## config.mk

```make
export PLATFORM = sky130hd
export DESIGN_NAME = converter_fault_hiccup_supervisor
export DESIGN_NICKNAME = d
export VERILOG_FILES = /design/src/logic/hiccup_pkg.sv /design/src/logic/converter_fault_hiccup_supervisor.sv /design/src/logic/flag_sync.sv /design/src/logic/cycle_counter.sv
export SDC_FILE = /design/constraint.sdc
export NUM_CORES = 1
export LEC_CHECK = 0
export BUFFER_PORTS_ARGS = -buffer_cell sky130_fd_sc_hd__buf_4
export CAP_MARGIN = 20
export CORE_ASPECT_RATIO = 1.5
export CORE_UTILIZATION = 40
export DETAILED_ROUTE_END_ITERATION = 8
export GPL_ROUTABILITY_DRIVEN = 0
export SLEW_MARGIN = 40
export SYNTH_ARGS = -nofsm -noshare
export SYNTH_HDL_FRONTEND = slang
export SYNTH_SLANG_ARGS = --single-unit
```

## constraint.sdc

```tcl
create_clock -name sys_clk -period 2.9 [get_ports sys_clk]
set_input_delay 0.145 -clock sys_clk [delete_from_list [all_inputs] [get_ports sys_clk]]
set_output_delay 0.145 -clock sys_clk [all_outputs]
set_load 0.03 [all_outputs]
```

## src/logic/hiccup_pkg.sv

```systemverilog
`default_nettype none
package hiccup_pkg;
    // ------------------------
    // register map (byte addresses)
    // ------------------------
    localparam int ADDR_W = 4;
    localparam int DATA_W = 32;
    localparam logic [3:0] ADDR_SS_LEN = 4'h0;
    localparam logic [3:0] ADDR_STATUS = 4'h4;
    localparam logic [3:0] ADDR_IRQ_STAT = 4'h8;
    localparam logic [3:0] ADDR_IRQ_MASK = 4'hc;
    // ------------------------
    // counts, all in switching cycles or half-rate cycles
    // ------------------------
    localparam int CNT_W = 16;
    localparam logic [15:0] SS_LEN_RESET = 16'h0200;
    localparam logic [15:0] POST_SS_CYCLES = 16'h0400;
    localparam logic [15:0] RESET_DELAY_CYCLES = 16'h0400;
    localparam int HICCUP_CYCLES_DEFAULT = 32768;
    // ------------------------
    // interrupt status bits
    // ------------------------
    localparam int IRQ_W = 6;
    localparam int IRQ_PEAK = 0;
    localparam int IRQ_RUNAWAY = 1;
    localparam int IRQ_HICCUP = 2;
    localparam int IRQ_THERMAL = 3;
    localparam int IRQ_RST_LOW = 4;
    localparam int IRQ_RST_REL = 5;
    // ------------------------
    // status register fields
    // ------------------------
    localparam int STAT_STATE_LSB = 0;
    localparam int STAT_HALF_FREQ = 8;
    localparam int STAT_RST_REL = 9;
    localparam int STAT_HS = 10;
    localparam int STAT_LS = 11;
    // ------------------------
    // supervisor states
    // ------------------------
    typedef enum logic [5:0] {
        st_off      = 6'h01,
        st_prebias  = 6'h02,
        st_softstart = 6'h04,
        st_run      = 6'h08,
        st_hiccup   = 6'h10,
        st_thermal  = 6'h20
    } sup_state_e;
endpackage : hiccup_pkg
`default_nettype wire

```

## src/logic/converter_fault_hiccup_supervisor.sv

```systemverilog
// Our own choices: the plain strobed port and the placing of the registers.
`timescale 1ns/1ns
`default_nettype none
//Behaviour
//RULE1 - peak current flag ends the high-side on-pulse in that cycle
//RULE2 - one runaway current event enters hiccup at once, no filtering
//RULE3 - low feedback enters hiccup 1024 cycles after soft-start ends
//RULE4 - hiccup idles both switches for 32768 half-rate cycles
//RULE5 - hiccup timeout expiry starts a new soft-start sequence
//RULE6 - failed retry switches at half rate for soft-start plus 1024, then hiccup
//RULE7 - reset output releases 1024 switching cycles after output-good rising
//RULE8 - output-good falling drives reset output low at once
//RULE9 - reset output low during thermal shutdown and enable low
//RULE10 - prebiased start keeps both switches off until first on-pulse request
//RULE11 - over-temperature stops switching and enters thermal shutdown
//RULE12 - thermal exit on cooled flag, then full soft-start restart
//RULE13 - startup at half rate until startup fraction reached, then full rate
//RULE14 - synchronise all comparator flags; half-rate clock is switching clock / 2
module converter_fault_hiccup_supervisor #(
    parameter int HICCUP_CYCLES = hiccup_pkg::HICCUP_CYCLES_DEFAULT
) (
    // clock, reset, enable
    input wire logic sys_clk,
    input wire logic reset_n,
    input wire logic ce,
    // register port
    input wire logic [hiccup_pkg::ADDR_W-1:0] addr,
    input wire logic [hiccup_pkg::DATA_W-1:0] wr_data,
    input wire logic wr_en,
    input wire logic rd_en,
    output logic [hiccup_pkg::DATA_W-1:0] rd_data,
    // analog stage inputs, asynchronous
    input wire logic switching_clock,
    input wire logic peak_current_limit,
    input wire logic runaway_current_limit,
    input wire logic feedback_hiccup_threshold,
    input wire logic feedback_good_rising,
    input wire logic feedback_good_falling,
    input wire logic over_temperature,
    input wire logic temperature_cooled,
    input wire logic enable_undervoltage_input,
    input wire logic pwm_on_request,
    input wire logic startup_fraction_reached,
    // power switch drive
    output logic high_side_on,
    output logic low_side_on,
    output logic half_freq_mode,
    // open-drain reset pin, active low
    output logic reset_out_o,
    output logic reset_out_oe,
    // interrupt
    output logic irq
);
    // ----------------------------------------------------------------
    // synchronised inputs
    // ----------------------------------------------------------------
    localparam int NSYNC = 11;
    localparam logic [hiccup_pkg::CNT_W-1:0] HICCUP_TARGET =
        hiccup_pkg::CNT_W'(HICCUP_CYCLES);
    logic [NSYNC-1:0] sync_v;
    logic sw_clk_s, peak_s, runaway_s, fb_low_s, good_rise_s, good_fall_s;
    logic hot_s, cooled_s, enable_s, pwm_req_s, fraction_s;

    // all comparator flags pass two flip-flops before use
    flag_sync #(.WIDTH(NSYNC)) u_sync ( // RULE14
        .sys_clk(sys_clk),
        .reset_n(reset_n),
        .ce(ce),
        .async_in({switching_clock, peak_current_limit, runaway_current_limit,
                   feedback_hiccup_threshold, feedback_good_rising,
                   feedback_good_falling, over_temperature, temperature_cooled,
                   enable_undervoltage_input, pwm_on_request,
                   startup_fraction_reached}),
        .sync_out(sync_v)
    );
    assign {sw_clk_s, peak_s, runaway_s, fb_low_s, good_rise_s, good_fall_s,
            hot_s, cooled_s, enable_s, pwm_req_s, fraction_s} = sync_v;

    // ----------------------------------------------------------------
    // switching ticks and half-rate ticks
    // ----------------------------------------------------------------
    logic sw_prev_r, half_ph_r;
    logic sw_tick, half_tick;
    assign sw_tick = sw_clk_s && !sw_prev_r;
    assign half_tick = sw_tick && half_ph_r;

    // edge detect and divide-by-two of the switching clock
    always_ff @(posedge sys_clk or negedge reset_n) begin
        if (!reset_n) begin
            sw_prev_r <= 1'b0;
            half_ph_r <= 1'b0;
        end else if (ce) begin
            sw_prev_r <= sw_clk_s;
            if (sw_tick) begin
                half_ph_r <= !half_ph_r; // RULE14
            end
        end
    end

    // ----------------------------------------------------------------
    // registers and state
    // ----------------------------------------------------------------
    hiccup_pkg::sup_state_e state_r, state_nxt;
    logic [hiccup_pkg::CNT_W-1:0] ss_len_r;
    logic [hiccup_pkg::IRQ_W-1:0] irq_stat_r, irq_mask_r, irq_ev;
    logic ss_done, post_done, hic_done, rst_done;
    logic rst_rel_r, good_cond, hs_nxt, win_r, started_r;

    // ----------------------------------------------------------------
    // timers
    // ----------------------------------------------------------------
    cycle_counter u_ss_timer (
        .sys_clk(sys_clk),
        .reset_n(reset_n),
        .ce(ce),
        .clr(state_r != hiccup_pkg::st_softstart),
        .inc(sw_tick),
        .target(ss_len_r),
        .done(ss_done)
    );
    cycle_counter u_post_timer (
        .sys_clk(sys_clk),
        .reset_n(reset_n),
        .ce(ce),
        .clr(state_r != hiccup_pkg::st_run),
        .inc(sw_tick),
        .target(hiccup_pkg::POST_SS_CYCLES),
        .done(post_done)
    );
    cycle_counter u_hiccup_timer (
        .sys_clk(sys_clk),
        .reset_n(reset_n),
        .ce(ce),
        .clr(state_r != hiccup_pkg::st_hiccup),
        .inc(half_tick), // RULE4
        .target(HICCUP_TARGET),
        .done(hic_done)
    );
    cycle_counter u_reset_timer (
        .sys_clk(sys_clk),
        .reset_n(reset_n),
        .ce(ce),
        .clr(!good_cond),
        .inc(sw_tick), // RULE7
        .target(hiccup_pkg::RESET_DELAY_CYCLES),
        .done(rst_done)
    );

    // ----------------------------------------------------------------
    // supervisor state machine
    // ----------------------------------------------------------------
    // next state; thermal first, then enable, then faults
    always_comb begin
        state_nxt = state_r;
        case (state_r)
            hiccup_pkg::st_off: begin
                if (enable_s) begin
                    state_nxt = hiccup_pkg::st_prebias;
                end
            end
            hiccup_pkg::st_prebias: begin
                if (pwm_req_s) begin
                    state_nxt = hiccup_pkg::st_softstart; // RULE10
                end
            end
            hiccup_pkg::st_softstart: begin
                if (runaway_s) begin
                    state_nxt = hiccup_pkg::st_hiccup; // RULE2
                end else if (ss_done) begin
                    state_nxt = hiccup_pkg::st_run;
                end
            end
            hiccup_pkg::st_run: begin
                if (runaway_s) begin
                    state_nxt = hiccup_pkg::st_hiccup; // RULE2
                end else if (post_done && fb_low_s) begin
                    state_nxt = hiccup_pkg::st_hiccup; // RULE3 RULE6
                end
            end
            hiccup_pkg::st_hiccup: begin
                if (hic_done) begin
                    state_nxt = hiccup_pkg::st_prebias; // RULE5
                end
            end
            hiccup_pkg::st_thermal: begin
                if (cooled_s) begin
                    state_nxt = hiccup_pkg::st_off; // RULE12
                end
            end
            default: begin
                state_nxt = hiccup_pkg::st_off;
            end
        endcase
        if (hot_s) begin
            state_nxt = hiccup_pkg::st_thermal; // RULE11
        end else if (!enable_s && state_r != hiccup_pkg::st_thermal) begin
            state_nxt = hiccup_pkg::st_off;
        end
    end

    // state register
    always_ff @(posedge sys_clk or negedge reset_n) begin
        if (!reset_n) begin
            state_r <= hiccup_pkg::st_off;
        end else if (ce) begin
            state_r <= state_nxt;
        end
    end

    // ----------------------------------------------------------------
    // switch drive
    // ----------------------------------------------------------------
    logic switching, pulse_slot;
    assign switching = (state_r == hiccup_pkg::st_softstart) ||
                       (state_r == hiccup_pkg::st_run);
    assign pulse_slot = sw_tick && (!half_freq_mode || half_ph_r);
    assign hs_nxt = switching && (state_nxt == state_r) && pwm_req_s &&
                    !peak_s && (win_r || pulse_slot);

    // on-window opens on a pulse slot and closes on peak limit or end of demand
    always_ff @(posedge sys_clk or negedge reset_n) begin
        if (!reset_n) begin
            win_r <= 1'b0;
        end else if (ce) begin
            if (!switching || peak_s || !pwm_req_s) begin
                win_r <= 1'b0; // RULE1
            end else if (pulse_slot) begin
                win_r <= 1'b1;
            end
        end
    end

    // gate flops; both off outside switching states
    always_ff @(posedge sys_clk or negedge reset_n) begin
        if (!reset_n) begin
            high_side_on <= 1'b0;
            low_side_on <= 1'b0;
            started_r <= 1'b0;
        end else if (ce) begin
            high_side_on <= hs_nxt; // RULE1 RULE4 RULE11
            if (!switching) begin
                started_r <= 1'b0; // RULE10
            end else if (hs_nxt) begin
                started_r <= 1'b1;
            end
            low_side_on <= switching && started_r && !hs_nxt && !peak_s &&
                           (state_nxt == state_r);
        end
    end

    // half rate from each startup until the startup fraction is reached
    always_ff @(posedge sys_clk or negedge reset_n) begin
        if (!reset_n) begin
            half_freq_mode <= 1'b1;
        end else if (ce) begin
            if (!switching) begin
                half_freq_mode <= 1'b1; // RULE6 RULE13
            end else if (fraction_s) begin
                half_freq_mode <= 1'b0; // RULE13
            end
        end
    end

    // ----------------------------------------------------------------
    // reset output
    // ----------------------------------------------------------------
    assign good_cond = good_rise_s && !good_fall_s && enable_s && !hot_s &&
                       (state_r != hiccup_pkg::st_thermal);

    // pin is driven low unless released; low again with no delay
    always_ff @(posedge sys_clk or negedge reset_n) begin
        if (!reset_n) begin
            rst_rel_r <= 1'b0;
            reset_out_oe <= 1'b1;
            reset_out_o <= 1'b0;
        end else if (ce) begin
            reset_out_o <= 1'b0;
            if (!good_cond) begin
                rst_rel_r <= 1'b0; // RULE8 RULE9
                reset_out_oe <= 1'b1;
            end else if (rst_done) begin
                rst_rel_r <= 1'b1; // RULE7
                reset_out_oe <= 1'b0;
            end
        end
    end

    // ----------------------------------------------------------------
    // interrupts
    // ----------------------------------------------------------------
    always_comb begin
        irq_ev = '0;
        irq_ev[hiccup_pkg::IRQ_PEAK] = switching && peak_s && win_r;
        irq_ev[hiccup_pkg::IRQ_RUNAWAY] = switching && runaway_s;
        irq_ev[hiccup_pkg::IRQ_HICCUP] = (state_nxt == hiccup_pkg::st_hiccup) &&
                                         (state_r != hiccup_pkg::st_hiccup);
        irq_ev[hiccup_pkg::IRQ_THERMAL] = (state_nxt == hiccup_pkg::st_thermal) &&
                                          (state_r != hiccup_pkg::st_thermal);
        irq_ev[hiccup_pkg::IRQ_RST_LOW] = rst_rel_r && !good_cond;
        irq_ev[hiccup_pkg::IRQ_RST_REL] = !rst_rel_r && good_cond && rst_done;
    end

    // sticky status, write one to clear, a new event wins over the clear
    always_ff @(posedge sys_clk or negedge reset_n) begin
        if (!reset_n) begin
            irq_stat_r <= '0;
        end else if (ce) begin
            if (wr_en && addr == hiccup_pkg::ADDR_IRQ_STAT) begin
                irq_stat_r <= (irq_stat_r & ~wr_data[hiccup_pkg::IRQ_W-1:0]) | irq_ev;
            end else begin
                irq_stat_r <= irq_stat_r | irq_ev;
            end
        end
    end

    // level interrupt from unmasked status
    always_ff @(posedge sys_clk or negedge reset_n) begin
        if (!reset_n) begin
            irq <= 1'b0;
        end else if (ce) begin
            irq <= |((irq_stat_r | irq_ev) & irq_mask_r);
        end
    end

    // ----------------------------------------------------------------
    // register port
    // ----------------------------------------------------------------
    // writable registers
    always_ff @(posedge sys_clk or negedge reset_n) begin
        if (!reset_n) begin
            ss_len_r <= hiccup_pkg::SS_LEN_RESET;
            irq_mask_r <= '0;
        end else if (ce && wr_en) begin
            if (addr == hiccup_pkg::ADDR_SS_LEN) begin
                ss_len_r <= wr_data[hiccup_pkg::CNT_W-1:0];
            end else if (addr == hiccup_pkg::ADDR_IRQ_MASK) begin
                irq_mask_r <= wr_data[hiccup_pkg::IRQ_W-1:0];
            end
        end
    end

    // read data one cycle after the strobe, zero otherwise
    always_ff @(posedge sys_clk or negedge reset_n) begin
        if (!reset_n) begin
            rd_data <= '0;
        end else if (ce) begin
            rd_data <= '0;
            if (rd_en) begin
                if (addr == hiccup_pkg::ADDR_SS_LEN) begin
                    rd_data[hiccup_pkg::CNT_W-1:0] <= ss_len_r;
                end else if (addr == hiccup_pkg::ADDR_STATUS) begin
                    rd_data[hiccup_pkg::STAT_STATE_LSB +: 6] <= state_r;
                    rd_data[hiccup_pkg::STAT_HALF_FREQ] <= half_freq_mode;
                    rd_data[hiccup_pkg::STAT_RST_REL] <= rst_rel_r;
                    rd_data[hiccup_pkg::STAT_HS] <= high_side_on;
                    rd_data[hiccup_pkg::STAT_LS] <= low_side_on;
                end else if (addr == hiccup_pkg::ADDR_IRQ_STAT) begin
                    rd_data[hiccup_pkg::IRQ_W-1:0] <= irq_stat_r;
                end else if (addr == hiccup_pkg::ADDR_IRQ_MASK) begin
                    rd_data[hiccup_pkg::IRQ_W-1:0] <= irq_mask_r;
                end
            end
        end
    end
endmodule : converter_fault_hiccup_supervisor
`default_nettype wire

```

## src/logic/flag_sync.sv

```systemverilog
`timescale 1ns/1ns
`default_nettype none
module flag_sync #(
    parameter int WIDTH = 1
) (
    // clock and reset
    input wire logic sys_clk,
    input wire logic reset_n,
    input wire logic ce,
    // flags
    input wire logic [WIDTH-1:0] async_in,
    output logic [WIDTH-1:0] sync_out
);
    logic [WIDTH-1:0] meta_r;

    // two-stage synchroniser per bit; first stage feeds only the second
    for (genvar i = 0; i < WIDTH; i++) begin : g_bit
        always_ff @(posedge sys_clk or negedge reset_n) begin
            if (!reset_n) begin
                meta_r[i] <= 1'b0;
                sync_out[i] <= 1'b0;
            end else if (ce) begin
                meta_r[i] <= async_in[i];
                sync_out[i] <= meta_r[i];
            end
        end
    end
endmodule : flag_sync
`default_nettype wire

```

## src/logic/cycle_counter.sv

```systemverilog
`timescale 1ns/1ns
`default_nettype none
module cycle_counter (
    // clock and reset
    input wire logic sys_clk,
    input wire logic reset_n,
    input wire logic ce,
    // control
    input wire logic clr,
    input wire logic inc,
    input wire logic [hiccup_pkg::CNT_W-1:0] target,
    // result
    output logic done
);
    logic [hiccup_pkg::CNT_W-1:0] cnt_r;

    // done once the count reaches the target
    assign done = (cnt_r >= target);

    // saturating count of qualified ticks, held at zero while cleared
    always_ff @(posedge sys_clk or negedge reset_n) begin
        if (!reset_n) begin
            cnt_r <= '0;
        end else if (ce) begin
            if (clr) begin
                cnt_r <= '0;
            end else if (inc && !done) begin
                cnt_r <= cnt_r + 1'b1;
            end
        end
    end
endmodule : cycle_counter
`default_nettype wire

```

==> impl_metrics.py, run 1 <==
metrics = {
    "run_status": {
        "outcome": "finished clean",
    },
    "setup_path": {
        "end_kind": "flip-flop",
        "crit_required_ns": 3.23,
        "ff2ff_setup_slack_ns": 0.30,
        "critical_path_arrival_ns": 2.93,
        "crit_start": "u_ss_timer.cnt_r[0]",
        "regToRegStartpoint": "u_ss_timer.cnt_r[0]",
        "launching_element_type_of_the_critical_path": "flip-flop",
        "timing_worst_setup_path_type": "flip-flop to flip-flop",
        "worstPathMaxFanout": 21,
    },
    "route": {
        "dr_total_vias": 5956,
        "remaining_drc_errors": 0,
        "route.antenna.remaining_nets": 0,
        "routedWlPerCell_um": 15.4,
        "vias_per_cell": 5.26,
        "detail_route.first_pass.iterations": 5,
        "drt_wl_total_um": 17400,
        "dr.first_iter.drc_count": 341,
    },
    "power": {
        "leakage_power_summed_over_all_cells_nw": 3.99,
        "power.ir.vdd_worst_mv": 0.336,
        "power-per-cell-area_nw_per_um2": 566,
    },
    "grt": {
        "globalRoute.busiestLayer": "met2",
        "grtUsageTotal_pct": 19.0,
        "met3_usage_pct": 3.81,
        "globalRouteMet1Util_pct": 22.0,
        "global_route_track_usage_on_met2_pct": 33.7,
        "remaining_overflow_grt": 0,
        "largest_net_degree_at_the_start_of_global_routing": 77,
        "grt_first_pass_wirelength_um": 29000,
        "first_global_vias": 5877,
        "grt_antenna_before_repair": 0,
    },
    "floorplan": {
        "rows": 61,
        "die_h_um": 172,
        "boundaryPins": 90,
        "initial_utilization_pct": 41.0,
        "design.core.area_um2": 18700,
        "die_width_um": 115,
        "dieArea_um2": 19800,
    },
    "timing": {
        "final_max_slew_viol_count": 0,
        "fmaxAchievable_mhz": 385,
        "report.final.setup_viol": 0,
        "fin_tns_setup_ns": 0,
        "finalHoldViolations": 0,
        "fin_ws_ns": 0.299,
        "period_needed_ns": 2.60,
        "slew_headroom_pct": 46.7,
        "rsz0062_at_grt": "no",
        "worst_clock_skew_ns": 0.0166,
        "post-route-period-util_pct": 89.7,
        "worst_slew_pin_slew_ns": 0.799,
    },
    "min_path": {
        "hold_class": "input pin to flip-flop",
        "holdCritStartpoint": "ce",
    },
    "yosys": {
        "yosys_warnings": 0,
        "ys_async_sr_fraction_pct": 100,
        "synth_edf_count": 0,
        "syn-instance-count": 778,
        "synth.distinct_cells": 74,
        "synth.yosys.seq_area_share_pct": 47.7,
        "synthDominantCellAreaShare_pct": 46.3,
        "dominantRegCellSynth": "dfrtp_1",
        "synth.avg_cell_area_um2": 9.86,
        "yosys-top-cells-count": "dfrtp_1 (142), nand2_1 (76), nor2_1 (63)",
        "yosysTopAreaCell": "dfrtp_1",
        "ys_top_cells_by_area": "dfrtp_1 (46%), mux2_2 (4.3%), ha_1 (3.8%)",
        "synth-seq-cells": 146,
        "most_repeated_cell_in_the_gate_level_netlist_after_synthesis": "dfrtp_1",
        "syn_area_um2": 7670,
    },
    "clocking": {
        "cts.root.buffer_cell": "clkbuf_16",
        "cts.sinks": 146,
        "max-clock-path-buffers": 2,
        "cts.htree.levels": 4,
        "cts_tree": "yes",
        "numCtsBuffers": 17,
        "clkTransAtPathRegs_ns": 0.06,
        "clkLatencyLatePin_ns": 0.43,
    },
    "place": {
        "dp_worst_setup_slack_ns": 0.194,
        "port_buffers": 56,
        "place.detailed.hpwl_um": 12700,
        "dp_cells": 1072,
    },
    "layout": {
        "layout-area-overhead-vs-synth_pct": 20.0,
        "antenna_diode_instance_count": 0,
        "share_of_layout_cells_above_drive_strength_1_pct": 18.8,
        "non_filler_instances": 1132,
        "fill_cells": 1764,
        "finalNetCount": 942,
    },
    "flow_run": {
        "maxCapViolCount": 0,
    },
}
## cell families (layout without fill, tap and decap cells)
group	after synthesis	count (layout)	synth area share, %
AO/OA/AOI/OAI	172	172	15.2
multiplexers	35	35	5.04
flip-flops	146	146	47.7
buffers and inverters	105	191	6.62
adder cells (fa/ha/maj)	23	23	3.75
XOR/XNOR	30	30	3.42
AND/OR/NAND/NOR	266	266	18.2
other	1	17	0.0489
## area by class of cell
class                           instances  area, µm²  share of cell area, %
Clock buffer                           19        433                   4.70
Clock inverter                         13        138                   1.49
Inverter                               54        203                   2.20
Multi-Input combinational cell        543       3590                   39.0
Sequential cell                       146       3660                   39.7
Tap cell                              252        315                   3.42
Timing Repair Buffer                  105        875                   9.50
## cell usage in the layout, fill, tap and decap left out, types with 4 or more instances in the layout
cell	n
nor2_1	63
inv_1	54
o21ai_0	45
ha_1	23
o31ai_1	12
a31oi_1	7
or3_1	12
nor2b_1	4
a21o_1	5
a221oi_1	6
and2_1	7
or4_1	8
o22ai_1	17
nand2_1	76
a22o_1	7
conb_1	17
clkbuf_16	17
and3_1	16
a21oi_1	40
dlygate4sd3_1	28
mux2i_1	6
clkinvlp_4	6
xnor2_1	11
nand4_1	19
buf_4	75
dfstp_2	4
nor4_1	4
and4_1	6
nand2b_1	4
xor2_1	19
a22oi_1	5
nor3_1	7
dfrtp_1	142
mux2_2	29
nand3_1	17
## registers in the layout (all words and copies together) (netlist names), 6 cells and up
name                  count
u_sync.meta_r            11
u_reset_timer.cnt_r      16
rd_data                  16
irq_mask_r                6
u_sync.sync_out          11
ss_len_r                 16
irq_stat_r                6
u_hiccup_timer.cnt_r     16
u_ss_timer.cnt_r         16
state_r                   6
u_post_timer.cnt_r       16
## path summary, 6_finish.rpt
| path | end | cells past startpoint |
|---|---|---|
| max | u_ss_timer.cnt_r[11] | 8 |
| min | u_sync.sync_out[10] | 2 |
| max reg2reg | u_ss_timer.cnt_r[11] | 8 |
| min reg2reg | u_sync.sync_out[1] | 2 |
| max in group asynchronous | u_reset_timer.cnt_r[14] | 3 |
| min in group asynchronous | u_reset_timer.cnt_r[8] | 2 |
## power by group
part / switching, mW / total, mW / internal, mW
clock: 0.858 / 2.12 / 1.26
sequential: 0.140 / 2.33 / 2.19
combinational: 0.433 / 0.758 / 0.325
total: 1.43 / 5.21 / 3.78
## layer usage
metal	vias up	wire [µm]
li1	2918	-
met1	2876	7570
met2	133	8870
met3	29	531
met4	0	420
met5	-	0
## worst max-delay path: stages, from the launching register on
cell,delay (ns)
dfrtp_1,0.42
inv_1,0.07
ha_1,0.26
nand2b_1,0.14
a2111o_1,0.47
a31oi_4,0.22
nand3_4,0.22
or4_1,0.56
a21oi_1,0.15
## metrics by stage
step / utilization [%] / power [mW] / hold WS [ns] / area (µm²)
floorplan: - / 2.84 / -0.151 / 7730
global placement: 44.6 / 3.08 / 0.232 / 8340
detailed placement: 44.7 / 3.09 / 0.230 / 8350
CTS: 49.2 / 5.27 / 0.0582 / 9200
global route: 49.2 / 5.46 / 0.0674 / 9210
finish: 49.2 / 5.21 / 0.0717 / 9210
## repair_timing
action / CTS / global route
gates resized for setup: 0 / 1
setup endpoints to repair: 0 / 7
hold buffers: 28 / 0
setup buffers: 0 / 0
hold endpoints to repair: 105 / 0
Note: power is estimated with default switching activity, not from simulation.
==> run 2: changes to the inputs <==
REMOVE_ABC_BUFFERS = 1   (was unset)
==> impl_metrics.py, run 2 (same netlist as run 1, synthesis figures left out) <==
metrics = {
    "run_status": {
        "outcome": "finished clean",
    },
    "setup_path": {
        "end_kind": "flip-flop",
        "ff2ff_path_depth": 9,
        "crit_required_ns": 3.24,
        "launching_element_type_of_the_critical_path": "flip-flop",
        "critical_path_arrival_ns": 2.92,
        "regToRegStartpoint": "u_ss_timer.cnt_r[0]",
        "timing_worst_setup_path_type": "flip-flop to flip-flop",
        "ff2ff_setup_slack_ns": 0.31,
        "r2r_end": "u_ss_timer.cnt_r[10]",
        "worstPathMaxFanout": 26,
        "crit_start": "u_ss_timer.cnt_r[0]",
    },
    "floorplan": {
        "die_h_um": 172,
        "die_width_um": 115,
        "rows": 61,
        "boundaryPins": 90,
        "initial_utilization_pct": 41.0,
        "dieArea_um2": 19800,
        "design.core.area_um2": 18700,
    },
    "clocking": {
        "post_cts_repair_resize_count": 0,
        "cts.root.buffer_cell": "clkbuf_16",
        "clkLatencyLatePin_ns": 0.43,
        "cts_tree": "yes",
        "post_cts_repair_setup_buffers": 0,
        "clkTransAtPathRegs_ns": 0.06,
        "max-clock-path-buffers": 2,
        "cts.htree.levels": 4,
        "numCtsBuffers": 17,
        "cts.sinks": 146,
        "hold_buffers": 28,
    },
    "grt": {
        "remaining_overflow_grt": 0,
        "first_global_vias": 5809,
        "largest_net_degree_at_the_start_of_global_routing": 80,
        "grt_first_pass_wirelength_um": 29100,
        "grt_antenna_before_repair": 0,
        "grtUsageTotal_pct": 19.2,
    },
    "route": {
        "drt_wl_total_um": 17700,
        "detail_route.first_pass.iterations": 5,
        "route.antenna.remaining_nets": 0,
        "routedWlPerCell_um": 15.7,
        "dr_total_vias": 5908,
        "vias_per_cell": 5.24,
        "dr.first_iter.drc_count": 474,
        "remaining_drc_errors": 0,
    },
    "place": {
        "dp_worst_setup_slack_ns": 0.326,
        "place.detailed.hpwl_um": 12600,
        "port_buffers": 56,
        "detailed_place.area_um2": 8310,
    },
    "timing": {
        "rsz0062_at_grt": "no",
        "fin_tns_setup_ns": 0,
        "post-route-period-util_pct": 89.2,
        "worst_slew_pin_slew_ns": 0.816,
        "fin_ws_ns": 0.314,
        "report.final.setup_viol": 0,
        "finalHoldViolations": 0,
        "period_needed_ns": 2.59,
        "worst_clock_skew_ns": 0.0101,
        "slew_headroom_pct": 45.6,
        "fmaxAchievable_mhz": 387,
        "final_max_slew_viol_count": 0,
    },
    "min_path": {
        "min_path_cells": 3,
        "min_to": "ss_len_r[0]",
        "holdCritStartpoint": "wr_en",
        "hold_class": "input pin to flip-flop",
    },
    "layout": {
        "stdcell_area_um2": 9150,
        "finalNetCount": 937,
        "fill_cells": 1759,
        "layout-area-overhead-vs-synth_pct": 19.2,
        "layout_commonest_cell": "dfrtp_1",
        "antenna_diode_instance_count": 0,
        "share_of_layout_cells_above_drive_strength_1_pct": 18.2,
        "most-common-layout-cells": "dfrtp_1 (142), nand2_1 (76), buf_4 (70), nor2_1 (63), inv_1 (54)",
    },
    "power": {
        "power.ir.vdd_worst_mv": 0.383,
        "leakage_power_summed_over_all_cells_nw": 3.98,
        "p_total_mw": 5.15,
        "power-per-cell-area_nw_per_um2": 563,
    },
    "flow_run": {
        "maxCapViolCount": 0,
    },
}
## run 2: changes by cell type in the layout (fill, tap and decap cells not counted)
cell        delta
buf_4          -5
buf_6          -1
bufinv_16      -1
clkbuf_8       +4
clkinv_2       +3
clkinvlp_4     -4
inv_6          -1
nand3_2        +1
nand3_4        -1
nor4b_1        +1
nor4b_2        -1
## run 2: cell type report
cell class | count | area [µm²] | share of cell area, %
Sequential cell | 146 | 3660 | 40.0
Multi-Input combinational cell | 543 | 3570 | 39.1
Timing Repair Buffer | 100 | 840 | 9.18
Clock buffer | 22 | 474 | 5.18
Tap cell | 252 | 315 | 3.45
Inverter | 54 | 203 | 2.22
Clock inverter | 10 | 83.8 | 0.916
## run 2: power by group
group | switching [mW] | total [mW] | internal, mW | leakage (nW)
clock | 0.843 | 2.08 | 1.24 | 0.275
sequential | 0.148 | 2.34 | 2.19 | 1.91
combinational | 0.421 | 0.730 | 0.310 | 1.79
## run 2: metal layers
layer | global-route usage, % | vias up | share of wire, %
met1 | 22.2 | 2848 | 43
met3 | 3.49 | 36 | 2.8
li1 | - | 2908 | -
met4 | 9.60 | 0 | 3.1
met2 | 33.8 | 116 | 51
met5 | 0 | - | 0
## run 2: per-stage QoR
stage               cells  util, %  hold slack [ns]
floorplan             743        -           -0.151
global placement     1067     44.4            0.248
detailed placement   1067     44.4            0.245
CTS                  1127     48.9            0.188
global route         1127     48.9            0.195
finish               1127     48.9            0.195
## run 2: critical path, cell delays in order (launching register included)
cell and delay [ns]:
dfrtp_1 0.43, inv_1 0.07, ha_1 0.26, nand2b_1 0.14, a2111o_1 0.45, a31oi_4 0.19, nand3_2 0.08, buf_4 0.21
or4_1 0.52, a21oi_1 0.15
## run 2: worst max path at each step
stage,to,slack [ns],depth (start not counted)
3_5_place_dp,u_ss_timer.cnt_r[10],0.33,9
6_report,u_ss_timer.cnt_r[10],0.31,9
3_3_place_gp,u_ss_timer.cnt_r[5],0.38,9
5_1_grt,u_ss_timer.cnt_r[6],0.18,9
4_1_cts,u_ss_timer.cnt_r[10],0.31,9
2_1_floorplan,u_ss_timer.cnt_r[11],0.29,8
